--- src/design/der_pkg.sv ---
/*
  Constants, register map and types of the diagnostic event reporter.
  Assumes a single 25 MHz module clock and an active-low asynchronous reset.
*/
// Functional notes
// - The event code word holds the diagnostic number in bits 6:0 and bit 7 is set while coming.
// - The class field shows 2 for a process error and the system class value otherwise.
// - A presented coming code word stays unchanged until the host acknowledges it.
// - The host sets the acknowledge bit and the device then clears bit 7 to show going.
// - Acknowledging a going event presents the next queued event, or zero if none remains.
// - After a watchdog restart, diagnostic 34 is raised three seconds into startup.
// - A failed CRC check of the stored totalizer values raises diagnostic 31.
// - A lost process interrupt towards the host raises diagnostic 36.
// - A missing host lifebit within the monitoring timeout raises diagnostic 38.
// - Zero deviation above its limit raises 29 and zero offset above its limit raises 30.
// - An overflow of the volume-flow calculation raises diagnostic 28.
// - A startup after a code checksum failure or illegal execution raises diagnostic 35.
// - A wrong checksum over the stored module data raises diagnostic 37.
// - A serial communication error raises diagnostic 39.
// - An undervoltage indication of the internal supply raises diagnostic 40.
package der_pkg;

  // ----------------------------------------------------------------
  // Timing
  // ----------------------------------------------------------------
  localparam int unsigned CLK_HZ = 25000000;
  localparam int unsigned WD_DELAY_MS = 3000;
  localparam int unsigned WD_DELAY_CYC = (CLK_HZ / 1000) * WD_DELAY_MS;
  localparam int unsigned WD_CNT_W = 27;
  // The stable level first shows at the fourth edge after release, so the strap is taken one later.
  localparam logic [26:0] SYNC_LAT = 27'h0000004;

  // ----------------------------------------------------------------
  // Diagnostics and code word
  // ----------------------------------------------------------------
  localparam int N_COND = 13;
  localparam int WDOG_IDX = 6;
  localparam logic [6:0] NUM_BASE = 7'h1C;
  localparam logic [6:0] NUM_LAST_PE = 7'h1F;
  localparam int COMING_BIT = 7;
  localparam logic [7:0] CLASS_PE = 8'h02;
  // System class value is arbitrary.
  localparam logic [7:0] CLASS_SE = 8'h01;
  localparam logic [7:0] CODE_RST = 8'h00;
  localparam int Q_DEPTH = 16;
  localparam int Q_AW = 4;

  // ----------------------------------------------------------------
  // Register map
  // ----------------------------------------------------------------
  localparam logic [7:0] ADDR_EVENT = 8'h00;
  localparam logic [7:0] ADDR_ACK = 8'h04;
  localparam logic [7:0] ADDR_IRQ_STAT = 8'h08;
  localparam logic [7:0] ADDR_IRQ_MASK = 8'h0C;
  localparam logic [7:0] ADDR_COND = 8'h10;
  localparam int EVT_CODE_LSB = 0;
  localparam int EVT_CLASS_LSB = 8;
  localparam int ACK_BIT = 0;
  localparam int STAT_NEW = 0;
  localparam int STAT_OVF = 1;
  localparam logic [1:0] MASK_RST = 2'h0;

  typedef enum logic [1:0] {
    PH_IDLE = 2'b00,
    PH_COMING = 2'b01,
    PH_GOING = 2'b10
  } der_phase_e;

endpackage

--- src/design/der_sync_if.sv ---
/*
  Carrier between the reporter and its input synchroniser.
  Assumes both ends share the module clock.
*/
interface der_sync_if #(
  parameter int W = 13
) ();
  logic [W-1:0] raw;
  logic [W-1:0] stable;
  modport drv (output raw, input stable);
  modport syn (input raw, output stable);
endinterface

--- src/design/diag_event_reporter.sv ---
/*
  Diagnostic event reporter: queues fault events and presents the oldest one as a code
  word with coming/going flag and class, stepping on host acknowledge.
  Assumes a plain register port driven on ref_clk and asynchronous fault pins.
*/
// Local design decisions: the address map and the plain strobed port.
module diag_event_reporter #(
  parameter int unsigned WD_DELAY_CYCLES = der_pkg::WD_DELAY_CYC
) (
  input wire logic ref_clk,
  input wire logic rstn,
  input wire logic volFlowOverflow,
  input wire logic zeroSigmaOver,
  input wire logic zeroOffsetOver,
  input wire logic totalizerCrcFail,
  input wire logic framFault,
  input wire logic dramFault,
  input wire logic watchdogRestart,
  input wire logic codeFaultRestart,
  input wire logic procIrqLost,
  input wire logic moduleDataCrcFail,
  input wire logic lifebitTimeout,
  input wire logic serialCommError,
  input wire logic underVoltage,
  input wire logic [7:0] regAddr,
  input wire logic [31:0] regWdata,
  input wire logic regWr,
  input wire logic regRd,
  output logic [31:0] regRdata,
  output logic [7:0] eventCodeWord,
  output logic [7:0] eventClassField,
  output logic irq
);

  // ----------------------------------------------------------------
  // State
  // ----------------------------------------------------------------
  typedef struct packed {
    der_pkg::der_phase_e phase;
    logic [6:0] curNum;
    logic [7:0] codeWord;
    logic [7:0] classF;
    logic [der_pkg::Q_DEPTH-1:0][6:0] queue;
    logic [der_pkg::Q_AW-1:0] wrPtr;
    logic [der_pkg::Q_AW-1:0] rdPtr;
    logic [der_pkg::Q_AW:0] count;
    logic [der_pkg::N_COND-1:0] condPrev;
    logic [der_pkg::N_COND-1:0] pend;
    logic ackLvl;
    logic ackPrev;
    logic [1:0] stat;
    logic [1:0] mask;
    logic irq;
    logic [31:0] rdata;
    logic [der_pkg::WD_CNT_W-1:0] wdCnt;
    logic wdStrap;
  } der_state_s;

  localparam logic [der_pkg::WD_CNT_W-1:0] WD_LIMIT = WD_DELAY_CYCLES[der_pkg::WD_CNT_W-1:0];
  localparam logic [der_pkg::WD_CNT_W-1:0] WD_FIRE_AT = WD_LIMIT - 27'h0000001;
  localparam logic [der_pkg::Q_AW:0] Q_FULL = 5'h10;

  der_state_s r_ff;
  der_state_s nxt_r;
  logic [der_pkg::N_COND-1:0] condStable;
  logic [der_pkg::N_COND-1:0] raise;
  logic [der_pkg::N_COND-1:0] pendAll;
  logic ackPulse;
  logic wdFire;
  logic doPop;
  logic doPush;
  logic dropEvt;
  logic pendHit;
  logic [3:0] pendIdx;
  logic [6:0] popNum;
  logic [1:0] statSet;
  logic [1:0] statClr;

  der_sync_if #(.W(der_pkg::N_COND)) condIf ();

  // ----------------------------------------------------------------
  // Fault inputs
  // ----------------------------------------------------------------
  // Vector position i carries diagnostic 28 + i; position 6 carries the restart strap.
  assign condIf.raw = {underVoltage, serialCommError, lifebitTimeout, moduleDataCrcFail,
                       procIrqLost, codeFaultRestart, watchdogRestart, dramFault, framFault,
                       totalizerCrcFail, zeroOffsetOver, zeroSigmaOver, volFlowOverflow};

  der_in_sync #(.W(der_pkg::N_COND)) u_sync (
    .ref_clk(ref_clk),
    .rstn(rstn),
    .sif(condIf)
  );

  assign condStable = condIf.stable;

  function automatic logic [7:0] classOf(input logic [6:0] num);
    classOf = (num <= der_pkg::NUM_LAST_PE) ? der_pkg::CLASS_PE : der_pkg::CLASS_SE;
  endfunction

  // ----------------------------------------------------------------
  // Next state
  // ----------------------------------------------------------------
  always_comb begin
    nxt_r = r_ff;
    doPop = 1'b0;
    doPush = 1'b0;
    dropEvt = 1'b0;
    pendHit = 1'b0;
    pendIdx = 4'h0;
    statSet = 2'h0;
    statClr = 2'h0;
    popNum = r_ff.queue[r_ff.rdPtr];

    // A held acknowledge bit yields one pulse only.
    ackPulse = r_ff.ackLvl & ~r_ff.ackPrev;
    nxt_r.ackPrev = r_ff.ackLvl;

    // Startup timer; the strap is caught once the synchroniser has settled after reset.
    if (r_ff.wdCnt != WD_LIMIT) begin
      nxt_r.wdCnt = r_ff.wdCnt + 27'h0000001;
    end
    if (r_ff.wdCnt == der_pkg::SYNC_LAT) begin
      nxt_r.wdStrap = condStable[der_pkg::WDOG_IDX];
    end
    wdFire = r_ff.wdStrap && (r_ff.wdCnt == WD_FIRE_AT);

    // Rising conditions become pending; the strap level itself raises nothing.
    nxt_r.condPrev = condStable;
    raise = condStable & ~r_ff.condPrev;
    raise[der_pkg::WDOG_IDX] = wdFire;
    pendAll = r_ff.pend | raise;

    // Lowest pending diagnostic enters the queue first, one per cycle.
    for (int i = der_pkg::N_COND - 1; i >= 0; i--) begin
      if (r_ff.pend[i]) begin
        pendHit = 1'b1;
        pendIdx = 4'(i);
      end
    end

    // Presentation sequence.
    case (r_ff.phase)
      der_pkg::PH_IDLE: begin
        if (r_ff.count != 5'h00) begin
          doPop = 1'b1;
        end
      end
      der_pkg::PH_COMING: begin
        if (ackPulse) begin
          nxt_r.phase = der_pkg::PH_GOING;
          nxt_r.codeWord = {1'b0, r_ff.curNum};
        end
      end
      der_pkg::PH_GOING: begin
        if (ackPulse) begin
          if (r_ff.count != 5'h00) begin
            doPop = 1'b1;
          end else begin
            nxt_r.phase = der_pkg::PH_IDLE;
            nxt_r.codeWord = der_pkg::CODE_RST;
            nxt_r.classF = 8'h00;
          end
        end
      end
      default: begin
        nxt_r.phase = der_pkg::PH_IDLE;
        nxt_r.codeWord = der_pkg::CODE_RST;
        nxt_r.classF = 8'h00;
      end
    endcase

    if (doPop) begin
      nxt_r.phase = der_pkg::PH_COMING;
      nxt_r.curNum = popNum;
      nxt_r.codeWord = {1'b1, popNum};
      nxt_r.classF = classOf(popNum);
      nxt_r.rdPtr = r_ff.rdPtr + 4'h1;
    end

    // Queue entry; a full queue drops the event and flags an overflow, unless a pop in the same cycle frees a slot.
    if (pendHit) begin
      pendAll[pendIdx] = 1'b0;
      if ((r_ff.count != Q_FULL) || doPop) begin
        doPush = 1'b1;
        nxt_r.queue[r_ff.wrPtr] = der_pkg::NUM_BASE + 7'(pendIdx);
        nxt_r.wrPtr = r_ff.wrPtr + 4'h1;
      end else begin
        dropEvt = 1'b1;
      end
    end
    nxt_r.pend = pendAll | (raise & ~r_ff.pend);
    nxt_r.count = r_ff.count + 5'(doPush) - 5'(doPop);

    // Register writes.
    if (regWr) begin
      case (regAddr)
        der_pkg::ADDR_ACK: nxt_r.ackLvl = regWdata[der_pkg::ACK_BIT];
        der_pkg::ADDR_IRQ_STAT: statClr = regWdata[1:0];
        der_pkg::ADDR_IRQ_MASK: nxt_r.mask = regWdata[1:0];
        default: begin
        end
      endcase
    end

    // A new event in the clearing cycle survives the clear.
    statSet[der_pkg::STAT_NEW] = doPush;
    statSet[der_pkg::STAT_OVF] = dropEvt;
    nxt_r.stat = (r_ff.stat & ~statClr) | statSet;
    nxt_r.irq = |(nxt_r.stat & nxt_r.mask);

    // Read data stands for the one cycle after the strobe.
    nxt_r.rdata = 32'h00000000;
    if (regRd) begin
      case (regAddr)
        der_pkg::ADDR_EVENT: begin
          nxt_r.rdata[der_pkg::EVT_CODE_LSB +: 8] = r_ff.codeWord;
          nxt_r.rdata[der_pkg::EVT_CLASS_LSB +: 8] = r_ff.classF;
        end
        der_pkg::ADDR_ACK: nxt_r.rdata[der_pkg::ACK_BIT] = r_ff.ackLvl;
        der_pkg::ADDR_IRQ_STAT: nxt_r.rdata[1:0] = r_ff.stat;
        der_pkg::ADDR_IRQ_MASK: nxt_r.rdata[1:0] = r_ff.mask;
        der_pkg::ADDR_COND: nxt_r.rdata[der_pkg::N_COND-1:0] = condStable;
        default: nxt_r.rdata = 32'h00000000;
      endcase
    end
  end

  always_ff @(posedge ref_clk or negedge rstn) begin
    if (!rstn) begin
      r_ff <= '0;
      r_ff.phase <= der_pkg::PH_IDLE;
      r_ff.codeWord <= der_pkg::CODE_RST;
      r_ff.mask <= der_pkg::MASK_RST;
    end else begin
      r_ff <= nxt_r;
    end
  end

  // ----------------------------------------------------------------
  // Outputs
  // ----------------------------------------------------------------
  assign regRdata = r_ff.rdata;
  assign eventCodeWord = r_ff.codeWord;
  assign eventClassField = r_ff.classF;
  assign irq = r_ff.irq;
endmodule

--- src/design/der_in_sync.sv ---
/*
  Three-stage synchroniser for fault pins; a level is taken once stages two and three agree.
  Assumes pins may change at any time relative to ref_clk.
*/
module der_in_sync #(
  parameter int W = 13
) (
  input wire logic ref_clk,
  input wire logic rstn,
  der_sync_if.syn sif
);

  typedef struct packed {
    logic [W-1:0] ff1;
    logic [W-1:0] ff2;
    logic [W-1:0] ff3;
    logic [W-1:0] stable;
  } der_sync_s;

  der_sync_s r_ff;
  der_sync_s nxt_r;
  logic [W-1:0] agreeVal;

  // ----------------------------------------------------------------
  // Per-bit agreement
  // ----------------------------------------------------------------
  // The first stage feeds only the second, so a metastable sample never reaches a gate.
  for (genvar i = 0; i < W; i++) begin : g_bit
    assign agreeVal[i] = (r_ff.ff2[i] == r_ff.ff3[i]) ? r_ff.ff3[i] : r_ff.stable[i];
  end

  always_comb begin
    nxt_r = r_ff;
    nxt_r.ff1 = sif.raw;
    nxt_r.ff2 = r_ff.ff1;
    nxt_r.ff3 = r_ff.ff2;
    nxt_r.stable = agreeVal;
  end

  always_ff @(posedge ref_clk or negedge rstn) begin
    if (!rstn) begin
      r_ff <= '0;
    end else begin
      r_ff <= nxt_r;
    end
  end

  assign sif.stable = r_ff.stable;

endmodule

--- config.mk ---
export PLATFORM = sky130hd
export DESIGN_NAME = diag_event_reporter
export DESIGN_NICKNAME = d
export VERILOG_FILES = /design/src/design/der_pkg.sv /design/src/design/der_sync_if.sv /design/src/design/diag_event_reporter.sv /design/src/design/der_in_sync.sv
export SDC_FILE = /design/constraint.sdc
export NUM_CORES = 1
export LEC_CHECK = 0
export BUFFER_PORTS_ARGS = -buffer_cell sky130_fd_sc_hd__buf_2
export CAP_MARGIN = 10
export CORE_UTILIZATION = 45
export DETAILED_ROUTE_END_ITERATION = 12
export PLACE_DENSITY = 0.74
export SYNTH_ARGS = -nofsm -noshare
export SYNTH_HDL_FRONTEND = slang
export SYNTH_HIERARCHICAL = 1
export SYNTH_SLANG_ARGS = --single-unit
export TNS_END_PERCENT = 100
--- constraint.sdc ---
create_clock -name ref_clk -period 7.84 [get_ports ref_clk]
set_clock_uncertainty 0.2 [all_clocks]
set_input_delay 0 -clock ref_clk [delete_from_list [all_inputs] [get_ports ref_clk]]
set_output_delay 0 -clock ref_clk [all_outputs]
set_load 0.1 [all_outputs]
==> metrics.json, run 1 <==
{
  "outcome": "complete, no violations",
  "fin_nets": 956,
  "max_freq_ghz": 0.277,
  "rsz0062_at_grt": "false",
  "maxCapViolCount": 0,
  "route.detailed.vias_per_inst": 5.21,
  "cp_slowest_stage_delay_ns": 0.54,
  "reg2reg_to": "r_ff[97]",
  "report.final.slew_viol_count": 0,
  "initial_core_utilization_pct": 46.0,
  "num_rows": 57,
  "instances_no_fill": 1223,
  "drc_errors": 0,
  "die_h_um": 160,
  "grt_pass1_wl_um": 35300,
  "synthToLayoutAreaGrowth_pct": 13.7,
  "drt-total-wl_um": 20700,
  "ctsRootBufferMaster": "sky130_fd_sc_hd__clkbuf_16",
  "synth_top_flop_cell": "sky130_fd_sc_hd__dfrtp_1",
  "crit_path_top_delay_cell": "sky130_fd_sc_hd__nor4b_1",
  "muxShareOfSynthArea_pct": 16.3,
  "route.vias.total": 6372,
  "cts.sinks": 250,
  "cts_hold_buffers": 43,
  "worst_case_reg_to_reg_path_depth": 13,
  "placed_cells": 1133,
  "yosysWarnings": 6,
  "mapped_cell_area_um2": 11200,
  "worst-endpoint-arrival_ns": 3.86,
  "port-buffer-count": 49,
  "post_synth_inst_count": 827,
  "chipWidth_um": 160,
  "post-cts-setup-buffer-count": 0,
  "routedWlPerCell_um": 17.0,
  "grt_pass1_vias": 6783,
  "post-layout-total-power_mw": 4.41,
  "yosys_register_bits": 250,
  "critical_path.startpoint_type": "register",
  "main_combinational_cell_family_by_area_after_synthesis": "multiplexers",
  "worst_path_cell_trace": "inv_1 > ha_1 > nor4b_1 > a211o_1 > inv_1 > ha_1 > inv_1 > ha_1 > fa_1 > a21oi_1 > nor2_1 > nor2_1 > xnor2_1",
  "synthSimpleGateAreaFrac_pct": 9.17,
  "synth_xor_area_share_pct": 2.81,
  "hold_class": "register to register",
  "syn-mean-instance-area_um2": 13.6,
  "power_density_nw_per_um2": 346,
  "critPathKind": "register to register",
  "yosys.area_share.adder_pct": 3.49,
  "worstPathMaxFanout": 11,
  "report.final.hold_viol_count": 0,
  "grt.total_usage_pct": 17.1,
  "slew_headroom_pct": 27.8,
  "synth_cell_types": 64,
  "htree_levels": 1,
  "post_route_setup_tns_ns": 0,
  "cts_tree": "yes",
  "grt_start_max_net_pins": 103,
  "clock_latency_ns": 0.53,
  "ff2ff_setup_slack_ns": 4.23,
  "global_route_congestion_overflow_total": 0,
  "cts_inserted_buffers": 26,
  "timing.critical_path.required_ns": 8.09,
  "timing.final.crit_share_pct": 46.1,
  "design.portCount": 106,
  "globalplace.congestion": 0.772,
  "antennaDiodeCount": 0,
  "final_period_minus_worst_setup_slack_ns": 3.61,
  "synth-compound-area-share_pct": 5.55,
  "regToRegStartpoint": "r_ff[96]",
  "worst_setup_path_startpoint": "r_ff[96]",
  "die_area_um2": 25600,
  "core_region_area_um2": 24400,
  "cellLeakagePower_nw": 5.49,
  "first_pass_iters": 4,
  "final_antenna_net_count": 0,
  "fraction_of_final_layout_cells_sized_beyond_drive_strength_1_pct": 28.3,
  "report.final.setup_viol": 0,
  "detailedPlacementHpwl_um": 13500,
  "cts-resized-gates": 0,
  "end_kind": "register",
  "ys_async_sr_fraction_pct": 100,
  "number_of_enable_type_register_cells_in_the_synthesized_netlist": 0,
  "whs_ns": 0.140,
  "cts-root-to-sink-buffers": 3,
  "clkSlewWorstSetupHoldPaths_ns": 0.06,
  "seq_area_frac_synth_pct": 55.8,
  "antenna_found_initial": 0,
  "drt_first_iter_violations": 337,
  "worst-slew-pin-transition_ns": 1.08,
  "timing.critical_path.to": "r_ff[97]",
  "ir_worst_vdd_uv": 193
}
cell usage after synthesis (3+ instances only):
master                      instances  share of area, %
sky130_fd_sc_hd__a21o_1             8              0.54
sky130_fd_sc_hd__nand2_1           31               1.0
sky130_fd_sc_hd__nor2_1            20              0.67
sky130_fd_sc_hd__nand4_1           11              0.61
sky130_fd_sc_hd__o22a_1             5              0.39
sky130_fd_sc_hd__xnor2_1           32               2.5
sky130_fd_sc_hd__mux4_2            26               5.2
sky130_fd_sc_hd__clkbuf_1          24              0.80
sky130_fd_sc_hd__buf_1              4              0.13
sky130_fd_sc_hd__buf_2              4              0.18
sky130_fd_sc_hd__nand4_2            3              0.33
sky130_fd_sc_hd__dfrtp_1          250                56
sky130_fd_sc_hd__nor3_1             3              0.13
sky130_fd_sc_hd__inv_1             41               1.4
sky130_fd_sc_hd__xor2_1             4              0.31
sky130_fd_sc_hd__mux2_4             6              0.80
sky130_fd_sc_hd__nand3_1           15              0.67
sky130_fd_sc_hd__nand3_4            9               1.4
sky130_fd_sc_hd__nand2b_1           3              0.17
sky130_fd_sc_hd__a41oi_1            5              0.39
sky130_fd_sc_hd__o2bb2ai_1          6              0.47
sky130_fd_sc_hd__and2_1             6              0.33
sky130_fd_sc_hd__nor2b_1           12              0.67
sky130_fd_sc_hd__or4_1              3              0.20
sky130_fd_sc_hd__buf_4             62               4.1
sky130_fd_sc_hd__ha_1              18               2.0
sky130_fd_sc_hd__o21ai_0           10              0.45
sky130_fd_sc_hd__a21oi_1           18              0.80
sky130_fd_sc_hd__and4_1             4              0.31
sky130_fd_sc_hd__o32a_1             6              0.54
sky130_fd_sc_hd__a31oi_1            3              0.17
sky130_fd_sc_hd__a22o_1             8              0.62
sky130_fd_sc_hd__and3_1             5              0.28
sky130_fd_sc_hd__mux2_2            84               8.4
sky130_fd_sc_hd__mux2i_1           21               1.9
sky130_fd_sc_hd__nand3_2            3              0.27
sky130_fd_sc_hd__maj3_2            13               1.3
sky130_fd_sc_hd__nor4_1             3              0.17
cell type report:
type                            instances  area [um^2]
Tap cell                              324          405
Clock buffer                           39          769
Fill cell                            2006        11600
Multi-Input combinational cell        465         4300
Timing Repair Buffer                   96          733
Clock inverter                          8          130
Sequential cell                       250         6260
Inverter                               41          154
worst min-delay path by stage:
stage | startpoint | to | cells past startpoint
2_1_floorplan | rstn | eventClassField[0] | 0
3_3_place_gp | rstn | r_ff[201] | 1
3_5_place_dp | rstn | r_ff[201] | 1
4_1_cts | regWdata[0] | r_ff[61] | 3
5_1_grt | u_sync/nxt_r[26] | u_sync/nxt_r[13] | 0
6_report | u_sync/nxt_r[37] | u_sync/nxt_r[24] | 0
flip-flops by register name, summed over array words and instances (netlist names), 2 cells and up:
name,flops
r_ff,175
u_sync/nxt_r,26
regRdata,13
eventCodeWord,6
u_sync/r_ff,13
eventClassField,2
u_sync/sif.stable,13
critical path, delay by kind of cell (launching register included):
family | cells | cell delay (ns)
xor+xnor | 1 | 0.13
buf+inv | 3 | 0.35
compound gates | 2 | 0.58
fa+ha+maj | 4 | 1.17
simple gates | 3 | 0.72
flops | 1 | 0.38
cell families after synthesis:
| group | after synthesis |
|---|---|
| other | 1 |
| AOI/OAI and AO/OA | 84 |
| adders and majority gates | 32 |
| muxes | 137 |
| and+or+nand+nor | 150 |
| buffers and inverters | 137 |
| DFF | 250 |
| xor gates and xnor gates | 36 |
where the power goes:
part | internal [mW] | switching (mW) | total, mW
Clock | 0.777 | 0.488 | 1.26
Combinational | 0.572 | 0.736 | 1.31
Sequential | 1.60 | 0.240 | 1.84
Total | 2.95 | 1.46 | 4.41
through the flow:
stage                     worst slack [ns]  util [%]  cell area, um^2
after detailed placement              4.26      46.8            11400
after floorplan                       4.84         -            11300
final                                 4.23      52.3            12800
after CTS                             4.22      52.3            12800
after global placement                4.29      46.8            11400
after global routing                  3.97      52.3            12800
layout by cell type, fill, tap and decap left out, types with 4 or more instances in the layout:
cell,n
sky130_fd_sc_hd__a21o_1,8
sky130_fd_sc_hd__ha_1,18
sky130_fd_sc_hd__o2bb2ai_1,6
sky130_fd_sc_hd__nand3_1,15
sky130_fd_sc_hd__a41oi_1,5
sky130_fd_sc_hd__maj3_2,13
sky130_fd_sc_hd__nand2_1,31
sky130_fd_sc_hd__mux2i_1,21
sky130_fd_sc_hd__inv_1,41
sky130_fd_sc_hd__buf_2,48
sky130_fd_sc_hd__clkbuf_1,6
sky130_fd_sc_hd__a22o_1,8
sky130_fd_sc_hd__nor2b_1,12
sky130_fd_sc_hd__nand3_4,9
sky130_fd_sc_hd__a21oi_1,18
sky130_fd_sc_hd__xor2_1,4
sky130_fd_sc_hd__buf_4,4
sky130_fd_sc_hd__nand4_1,11
sky130_fd_sc_hd__mux4_2,26
sky130_fd_sc_hd__conb_1,26
sky130_fd_sc_hd__o32a_1,6
sky130_fd_sc_hd__o22a_1,5
sky130_fd_sc_hd__mux2_2,84
sky130_fd_sc_hd__dfrtp_1,250
sky130_fd_sc_hd__dlygate4sd3_1,42
sky130_fd_sc_hd__nor2_1,20
sky130_fd_sc_hd__and3_1,5
sky130_fd_sc_hd__and2_1,6
sky130_fd_sc_hd__xnor2_1,32
sky130_fd_sc_hd__and4_1,4
sky130_fd_sc_hd__clkbuf_8,7
sky130_fd_sc_hd__o21ai_0,10
sky130_fd_sc_hd__mux2_4,6
sky130_fd_sc_hd__clkbuf_16,26
per-layer routing:
layer / vias up / routed length [um] / GRT usage, % / part of all wire [%]
met2: 107 / 9960 / 28.3 / 48
met1: 3281 / 9710 / 24.1 / 47
met5: - / 0 / 0 / 0
met4: 0 / 321 / 3.77 / 1.5
met3: 24 / 741 / 2.44 / 3.6
li1: 2960 / - / - / -
(Power assumes the default switching activity.)
==> inputs of run 2 (changes only) <==
Settings changed: ABC_AREA set to 1.
Clock period 7.84 ns to 3.4 ns, I/O delays scaled along.
==> metrics.json, run 2 <==
{
  "antenna_found_initial": 0,
  "post_route_setup_tns_ns": 0,
  "core_region_area_um2": 25100,
  "cts-root-to-sink-buffers": 3,
  "yosysWarnings": 6,
  "slew_headroom_pct": 44.9,
  "final_antenna_net_count": 0,
  "placed_cells": 1550,
  "crit_path_top_delay_cell": "sky130_fd_sc_hd__fa_1",
  "groute.layer.met1.usage_pct": 25.6,
  "grt_start_max_net_pins": 95,
  "globalplace.congestion": 0.808,
  "drt_first_iter_violations": 641,
  "timing.critical_path.required_ns": 3.68,
  "post_synth_inst_count": 1232,
  "detailedPlacementHpwl_um": 15700,
  "final_period_minus_worst_setup_slack_ns": 3.03,
  "ir_worst_vdd_uv": 489,
  "worst_path_cell_trace": "inv_1 > ha_1 > nand3b_2 > nand3_4 > inv_1 > ha_1 > inv_1 > ha_1 > fa_1 > a21oi_1 > nor2_1 > nor2_1 > xor2_1",
  "synth.top_cells.by_count": "250 x sky130_fd_sc_hd__dfrtp_1, 218 x sky130_fd_sc_hd__nand2_1, 121 x sky130_fd_sc_hd__nor2_1",
  "die_area_um2": 26200,
  "worst-slew-pin-transition_ns": 0.821,
  "worstPathMaxFanout": 12,
  "route.detailed.vias_per_inst": 5.06,
  "route.vias.total": 8342,
  "worst_slack_ns": 0.371,
  "critPathKind": "register to register",
  "worst-endpoint-arrival_ns": 3.31,
  "clkSlewWorstSetupHoldPaths_ns": 0.06,
  "post-cts-setup-buffer-count": 0,
  "largest_register_ff_count": 175,
  "synth.area.top_cells": "sky130_fd_sc_hd__dfrtp_1 54%, sky130_fd_sc_hd__nand2_1 7.1%, sky130_fd_sc_hd__buf_4 4.1%",
  "synth_top_flop_cell": "sky130_fd_sc_hd__dfrtp_1",
  "ctsRootBufferMaster": "sky130_fd_sc_hd__clkbuf_16",
  "report.final.slew_viol_count": 0,
  "htree_levels": 1,
  "global_route.usage.met2_pct": 33.3,
  "drc_errors": 0,
  "maxCapViolCount": 0,
  "outcome": "complete, no violations",
  "antennaDiodeCount": 0,
  "report.final.setup_viol": 0,
  "cellLeakagePower_nw": 6.47,
  "top_reg_by_flops": "r_ff",
  "initial_core_utilization_pct": 45.7,
  "routedWlPerCell_um": 15.2,
  "cts_tree": "yes",
  "clock_latency_ns": 0.56,
  "chipWidth_um": 162,
  "end_kind": "register",
  "synthToLayoutAreaGrowth_pct": 13.8,
  "max_freq_ghz": 0.330,
  "grt_pass1_vias": 8219,
  "synth_cell_types": 47,
  "timing.final.crit_share_pct": 89.1,
  "holdPathStages": 6,
  "cp_slowest_stage_delay_ns": 0.41,
  "critical_path.startpoint_type": "register",
  "hold_class": "input pin to register",
  "mapped_cell_area_um2": 11500,
  "drt-total-wl_um": 25000,
  "grt.total_usage_pct": 19.8,
  "fillCellCount": 2235,
  "yosys_register_bits": 250,
  "power_density_nw_per_um2": 856,
  "most-common-layout-cells": "250 x sky130_fd_sc_hd__dfrtp_1, 217 x sky130_fd_sc_hd__nand2_1, 121 x sky130_fd_sc_hd__nor2_1",
  "ys_async_sr_fraction_pct": 100,
  "worst_case_reg_to_reg_path_depth": 13,
  "cts.sinks": 250,
  "fraction_of_final_layout_cells_sized_beyond_drive_strength_1_pct": 14.7,
  "seq_area_frac_synth_pct": 54.5,
  "number_of_enable_type_register_cells_in_the_synthesized_netlist": 0,
  "global_route_congestion_overflow_total": 0,
  "post-place-ws_ns": 0.398,
  "design.portCount": 106,
  "port-buffer-count": 49,
  "rsz0062_at_grt": "false",
  "num_rows": 58,
  "syn-mean-instance-area_um2": 9.32,
  "grt_pass1_wl_um": 41200,
  "first_pass_iters": 5,
  "layout_commonest_cell": "sky130_fd_sc_hd__dfrtp_1",
  "report.final.hold_viol_count": 0,
  "grt_most_used_layer": "met2",
  "synthDominantCellAreaShare_pct": 54.5,
  "synth.most_common_cell": "sky130_fd_sc_hd__dfrtp_1",
  "fin_nets": 1373,
  "die_h_um": 162,
  "instances_no_fill": 1647,
  "cts_inserted_buffers": 27,
  "grtUsageMet3_pct": 3.09,
  "netlist.top_cell.by_area": "sky130_fd_sc_hd__dfrtp_1"
}
run 2: logic make-up after synthesis:
family          after synthesis  share of synthesized area, %
xor+xnor                     35                          2.67
simple gates                456                          18.8
compound gates              235                          11.3
other cells                   1                        0.0326
buf+inv                     235                          10.5
mux                           1                        0.0980
flops                       250                          54.5
fa+ha+maj                    19                          2.14
run 2: worst paths after layout:
kind | startpoint | end | slack [ns]
setup reg to reg | r_ff[95] | r_ff[97] | 0.37
hold reg to reg | u_sync/nxt_r[26] | u_sync/nxt_r[13] | 0.15
min in group asynchronous | rstn | r_ff[171] | 0.44
max in group asynchronous | rstn | r_ff[85] | 1.79
setup / recovery | r_ff[95] | r_ff[97] | 0.37
hold / removal | regAddr[7] | regRdata[12] | 0.05
run 2: metal layers:
metal | share of wire, % | vias up
li1 | - | 4002
met1 | 44 | 4050
met2 | 48 | 233
met3 | 4.9 | 57
met4 | 2.9 | 0
met5 | 0 | -
run 2: timing repair:
action	in CTS	in global routing
hold endpoints to repair	193	0
hold buffers	50	0
resized for setup	0	3
setup endpoints to repair	0	2
run 2: power by group:
group	switching (mW)	internal (mW)	leakage (nW)	total, mW
sequential	0.498	3.80	3.05	4.29
combinational	2.75	1.23	2.97	3.98
clock	1.19	1.73	0.446	2.92
run 2: cell type report:
cell class                 instances  area [um^2]  area share (%)
clock buffer                      38          767            5.87
clock inverter                    11          124           0.948
tap                              330          413            3.16
multi-input combinational        772         4140            31.7
sequential                       250         6260            47.9
timing repair buffer             111          863            6.61
inverter                         135          507            3.88
run 2: per-stage QoR:
| step | util [%] | hold slack [ns] | instance area [um^2] | power [mW] |
|---|---|---|---|---|
| after global routing | 52.0 | 0.113 | 13100 | 11.9 |
| after detailed placement | 46.5 | -0.0907 | 11700 | 8.22 |
| final | 52.0 | 0.0525 | 13100 | 11.2 |
| after floorplan | - | -0.496 | 11600 | 7.43 |
| after CTS | 52.0 | 0.0108 | 13100 | 11.2 |
| after global placement | 46.5 | -0.0909 | 11700 | 8.08 |
run 2: worst max-delay path, delay by kind of cell, from the launching register on:
kind                       cells  cell delay (ns)
and+or+nand+nor                4             0.46
AOI/OAI and AO/OA              1             0.19
adders and majority gates      4             1.20
DFF                            1             0.39
xor gates and xnor gates       1             0.16
buffers and inverters          3             0.35
==> inputs of run 3 (changes only) <==
Clock period 3.4 ns to 3.7 ns, I/O delays scaled along.
==> metrics.json, run 3 (same netlist as run 2, synthesis figures left out) <==
{
  "cts.sinks": 250,
  "die_area_um2": 26200,
  "worst-endpoint-arrival_ns": 3.73,
  "power.sequential.fraction_pct": 38.4,
  "p_int_mw": 6.22,
  "holdPathStages": 6,
  "top_reg_by_flops": "r_ff",
  "fraction_of_final_layout_cells_sized_beyond_drive_strength_1_pct": 14.7,
  "clkSlewWorstSetupHoldPaths_ns": 0.06,
  "max_freq_ghz": 0.289,
  "power_switching_mw": 4.07,
  "synthToLayoutAreaGrowth_pct": 13.7,
  "layout_commonest_cell": "sky130_fd_sc_hd__dfrtp_1",
  "power.share.clock_pct": 26.7,
  "timing.final.crit_share_pct": 93.4,
  "post-cts-setup-buffer-count": 0,
  "routedWlPerCell_um": 14.6,
  "grt.total_usage_pct": 19.0,
  "htree_levels": 1,
  "worstPathMaxFanout": 3,
  "timing.critical_path.required_ns": 3.97,
  "port-buffer-count": 49,
  "slew_headroom_pct": 41.0,
  "core_region_area_um2": 25100,
  "num_rows": 58,
  "ctsRootBufferMaster": "sky130_fd_sc_hd__clkbuf_16",
  "report.final.setup_viol": 0,
  "drt-total-wl_um": 24100,
  "proportion_of_total_power_due_to_net_switching_pct": 39.5,
  "critical_path.startpoint_type": "input pin",
  "antenna_found_initial": 0,
  "first_pass_iters": 5,
  "fin_nets": 1373,
  "route.detailed.vias_per_inst": 4.97,
  "whs_ns": 0.0815,
  "globalplace.congestion": 0.814,
  "combPwrFrac_pct": 34.9,
  "outcome": "complete, no violations",
  "report.final.hold_viol_count": 0,
  "cts_tree": "yes",
  "grt_pass1_vias": 8137,
  "drc_errors": 0,
  "post_route_setup_tns_ns": 0,
  "antennaDiodeCount": 0,
  "global_route_congestion_overflow_total": 0,
  "critPathKind": "input pin to register",
  "maxCapViolCount": 0,
  "hold_class": "input pin to register",
  "worst_case_reg_to_reg_path_depth": 13,
  "cts_inserted_buffers": 27,
  "grt_pass1_wl_um": 40200,
  "instances_no_fill": 1647,
  "clock_latency_ns": 0.55,
  "report.final.slew_viol_count": 0,
  "route.vias.total": 8181,
  "cellLeakagePower_nw": 6.46,
  "largest_register_ff_count": 175,
  "design.portCount": 106,
  "grt_start_max_net_pins": 112,
  "ir_worst_vdd_uv": 470,
  "rsz0062_at_grt": "false",
  "final_period_minus_worst_setup_slack_ns": 3.46,
  "chipWidth_um": 162,
  "cts-root-to-sink-buffers": 3,
  "ff2ff_setup_slack_ns": 0.69,
  "die_h_um": 162,
  "initial_core_utilization_pct": 45.7,
  "power_density_nw_per_um2": 788,
  "final_antenna_net_count": 0,
  "end_kind": "register",
  "drt_first_iter_violations": 572,
  "worst-slew-pin-transition_ns": 0.885,
  "placed_cells": 1549,
  "most-common-layout-cells": "250 x sky130_fd_sc_hd__dfrtp_1, 218 x sky130_fd_sc_hd__nand2_1, 121 x sky130_fd_sc_hd__nor2_1",
  "detailedPlacementHpwl_um": 16000
}
run 3: cell count changes in the layout (fill, tap and decap cells not counted):
cell / change
sky130_fd_sc_hd__clkbuf_1: -4
sky130_fd_sc_hd__clkinvlp_4: +4
sky130_fd_sc_hd__buf_12: -2
sky130_fd_sc_hd__clkbuf_8: +2
sky130_fd_sc_hd__clkinv_2: -2
sky130_fd_sc_hd__dlygate4sd3_1: +2
sky130_fd_sc_hd__nand2_1: +1
sky130_fd_sc_hd__nand2_2: -1
sky130_fd_sc_hd__nor4_1: +1
sky130_fd_sc_hd__nor4_4: -1
run 3: worst paths after layout:
path,startpoint,endpoint
max,regAddr[0],regRdata[0]
min,regAddr[6],regRdata[10]
min in group asynchronous,rstn,r_ff[170]
min reg2reg,u_sync/nxt_r[27],u_sync/nxt_r[14]
max in group asynchronous,rstn,r_ff[21]
max reg2reg,r_ff[67],r_ff[97]
run 3: repair_timing:
| action | in CTS | in global routing |
|---|---|---|
| resized for setup | 0 | 0 |
| hold endpoints to repair | 243 | 0 |
| hold buffers | 49 | 0 |
run 3: area by class of cell:
cell class | count | area (um^2)
multi-input cells | 772 | 4120
clock buffers | 36 | 779
well taps | 330 | 413
inverters | 135 | 507
repair buffers | 111 | 843
fillers | 2281 | 12000
flip-flops and latches | 250 | 6260
clock inverters | 13 | 144
run 3: power by group through the flow:
stage          logic, mW  clock network [mW]  registers (mW)
2_1_floorplan       2.98                   0            3.85
3_3_place_gp        3.46                   0            3.96
3_5_place_dp        3.56                   0            3.99
4_1_cts             3.60                2.80            3.95
5_1_grt             4.02                2.91            4.04
6_report            3.59                2.75            3.96
run 3: worst max-delay path, cell delays in order:
cell,delay [ns]
sky130_fd_sc_hd__dlygate4sd3_1,0.53
sky130_fd_sc_hd__buf_2,0.12
sky130_fd_sc_hd__nor2_1,0.09
sky130_fd_sc_hd__dlygate4sd3_1,0.58
sky130_fd_sc_hd__inv_1,0.09
sky130_fd_sc_hd__nor4_1,0.33
sky130_fd_sc_hd__dlygate4sd3_1,0.60
sky130_fd_sc_hd__nand2_1,0.05
sky130_fd_sc_hd__o2111ai_1,0.06
sky130_fd_sc_hd__dlygate4sd3_1,0.57
sky130_fd_sc_hd__nor2_1,0.04
sky130_fd_sc_hd__dlygate4sd3_1,0.54
sky130_fd_sc_hd__nor2_1,0.12
run 3: per-layer routing:
| metal | share of wire (%) | track usage (%) | vias up | routed length (um) |
|---|---|---|---|---|
| met2 | 47 | 31.2 | 189 | 11300 |
| met3 | 5.3 | 3.45 | 35 | 1270 |
| met1 | 45 | 25.4 | 3939 | 10900 |
| li1 | - | - | 4018 | - |
| met5 | 0 | 0 | - | 0 |
| met4 | 2.5 | 6.13 | 0 | 590 |
run 3: per-stage QoR:
stage          setup WS, ns  power (mW)  util [%]  area (um^2)
2_1_floorplan          1.06        6.83         -        11600
3_3_place_gp          0.788        7.42      46.4        11600
3_5_place_dp          0.737        7.55      46.4        11600
4_1_cts               0.263        10.3      52.0        13100
5_1_grt              0.0979        11.0      52.0        13100
6_report              0.244        10.3      52.0        13100
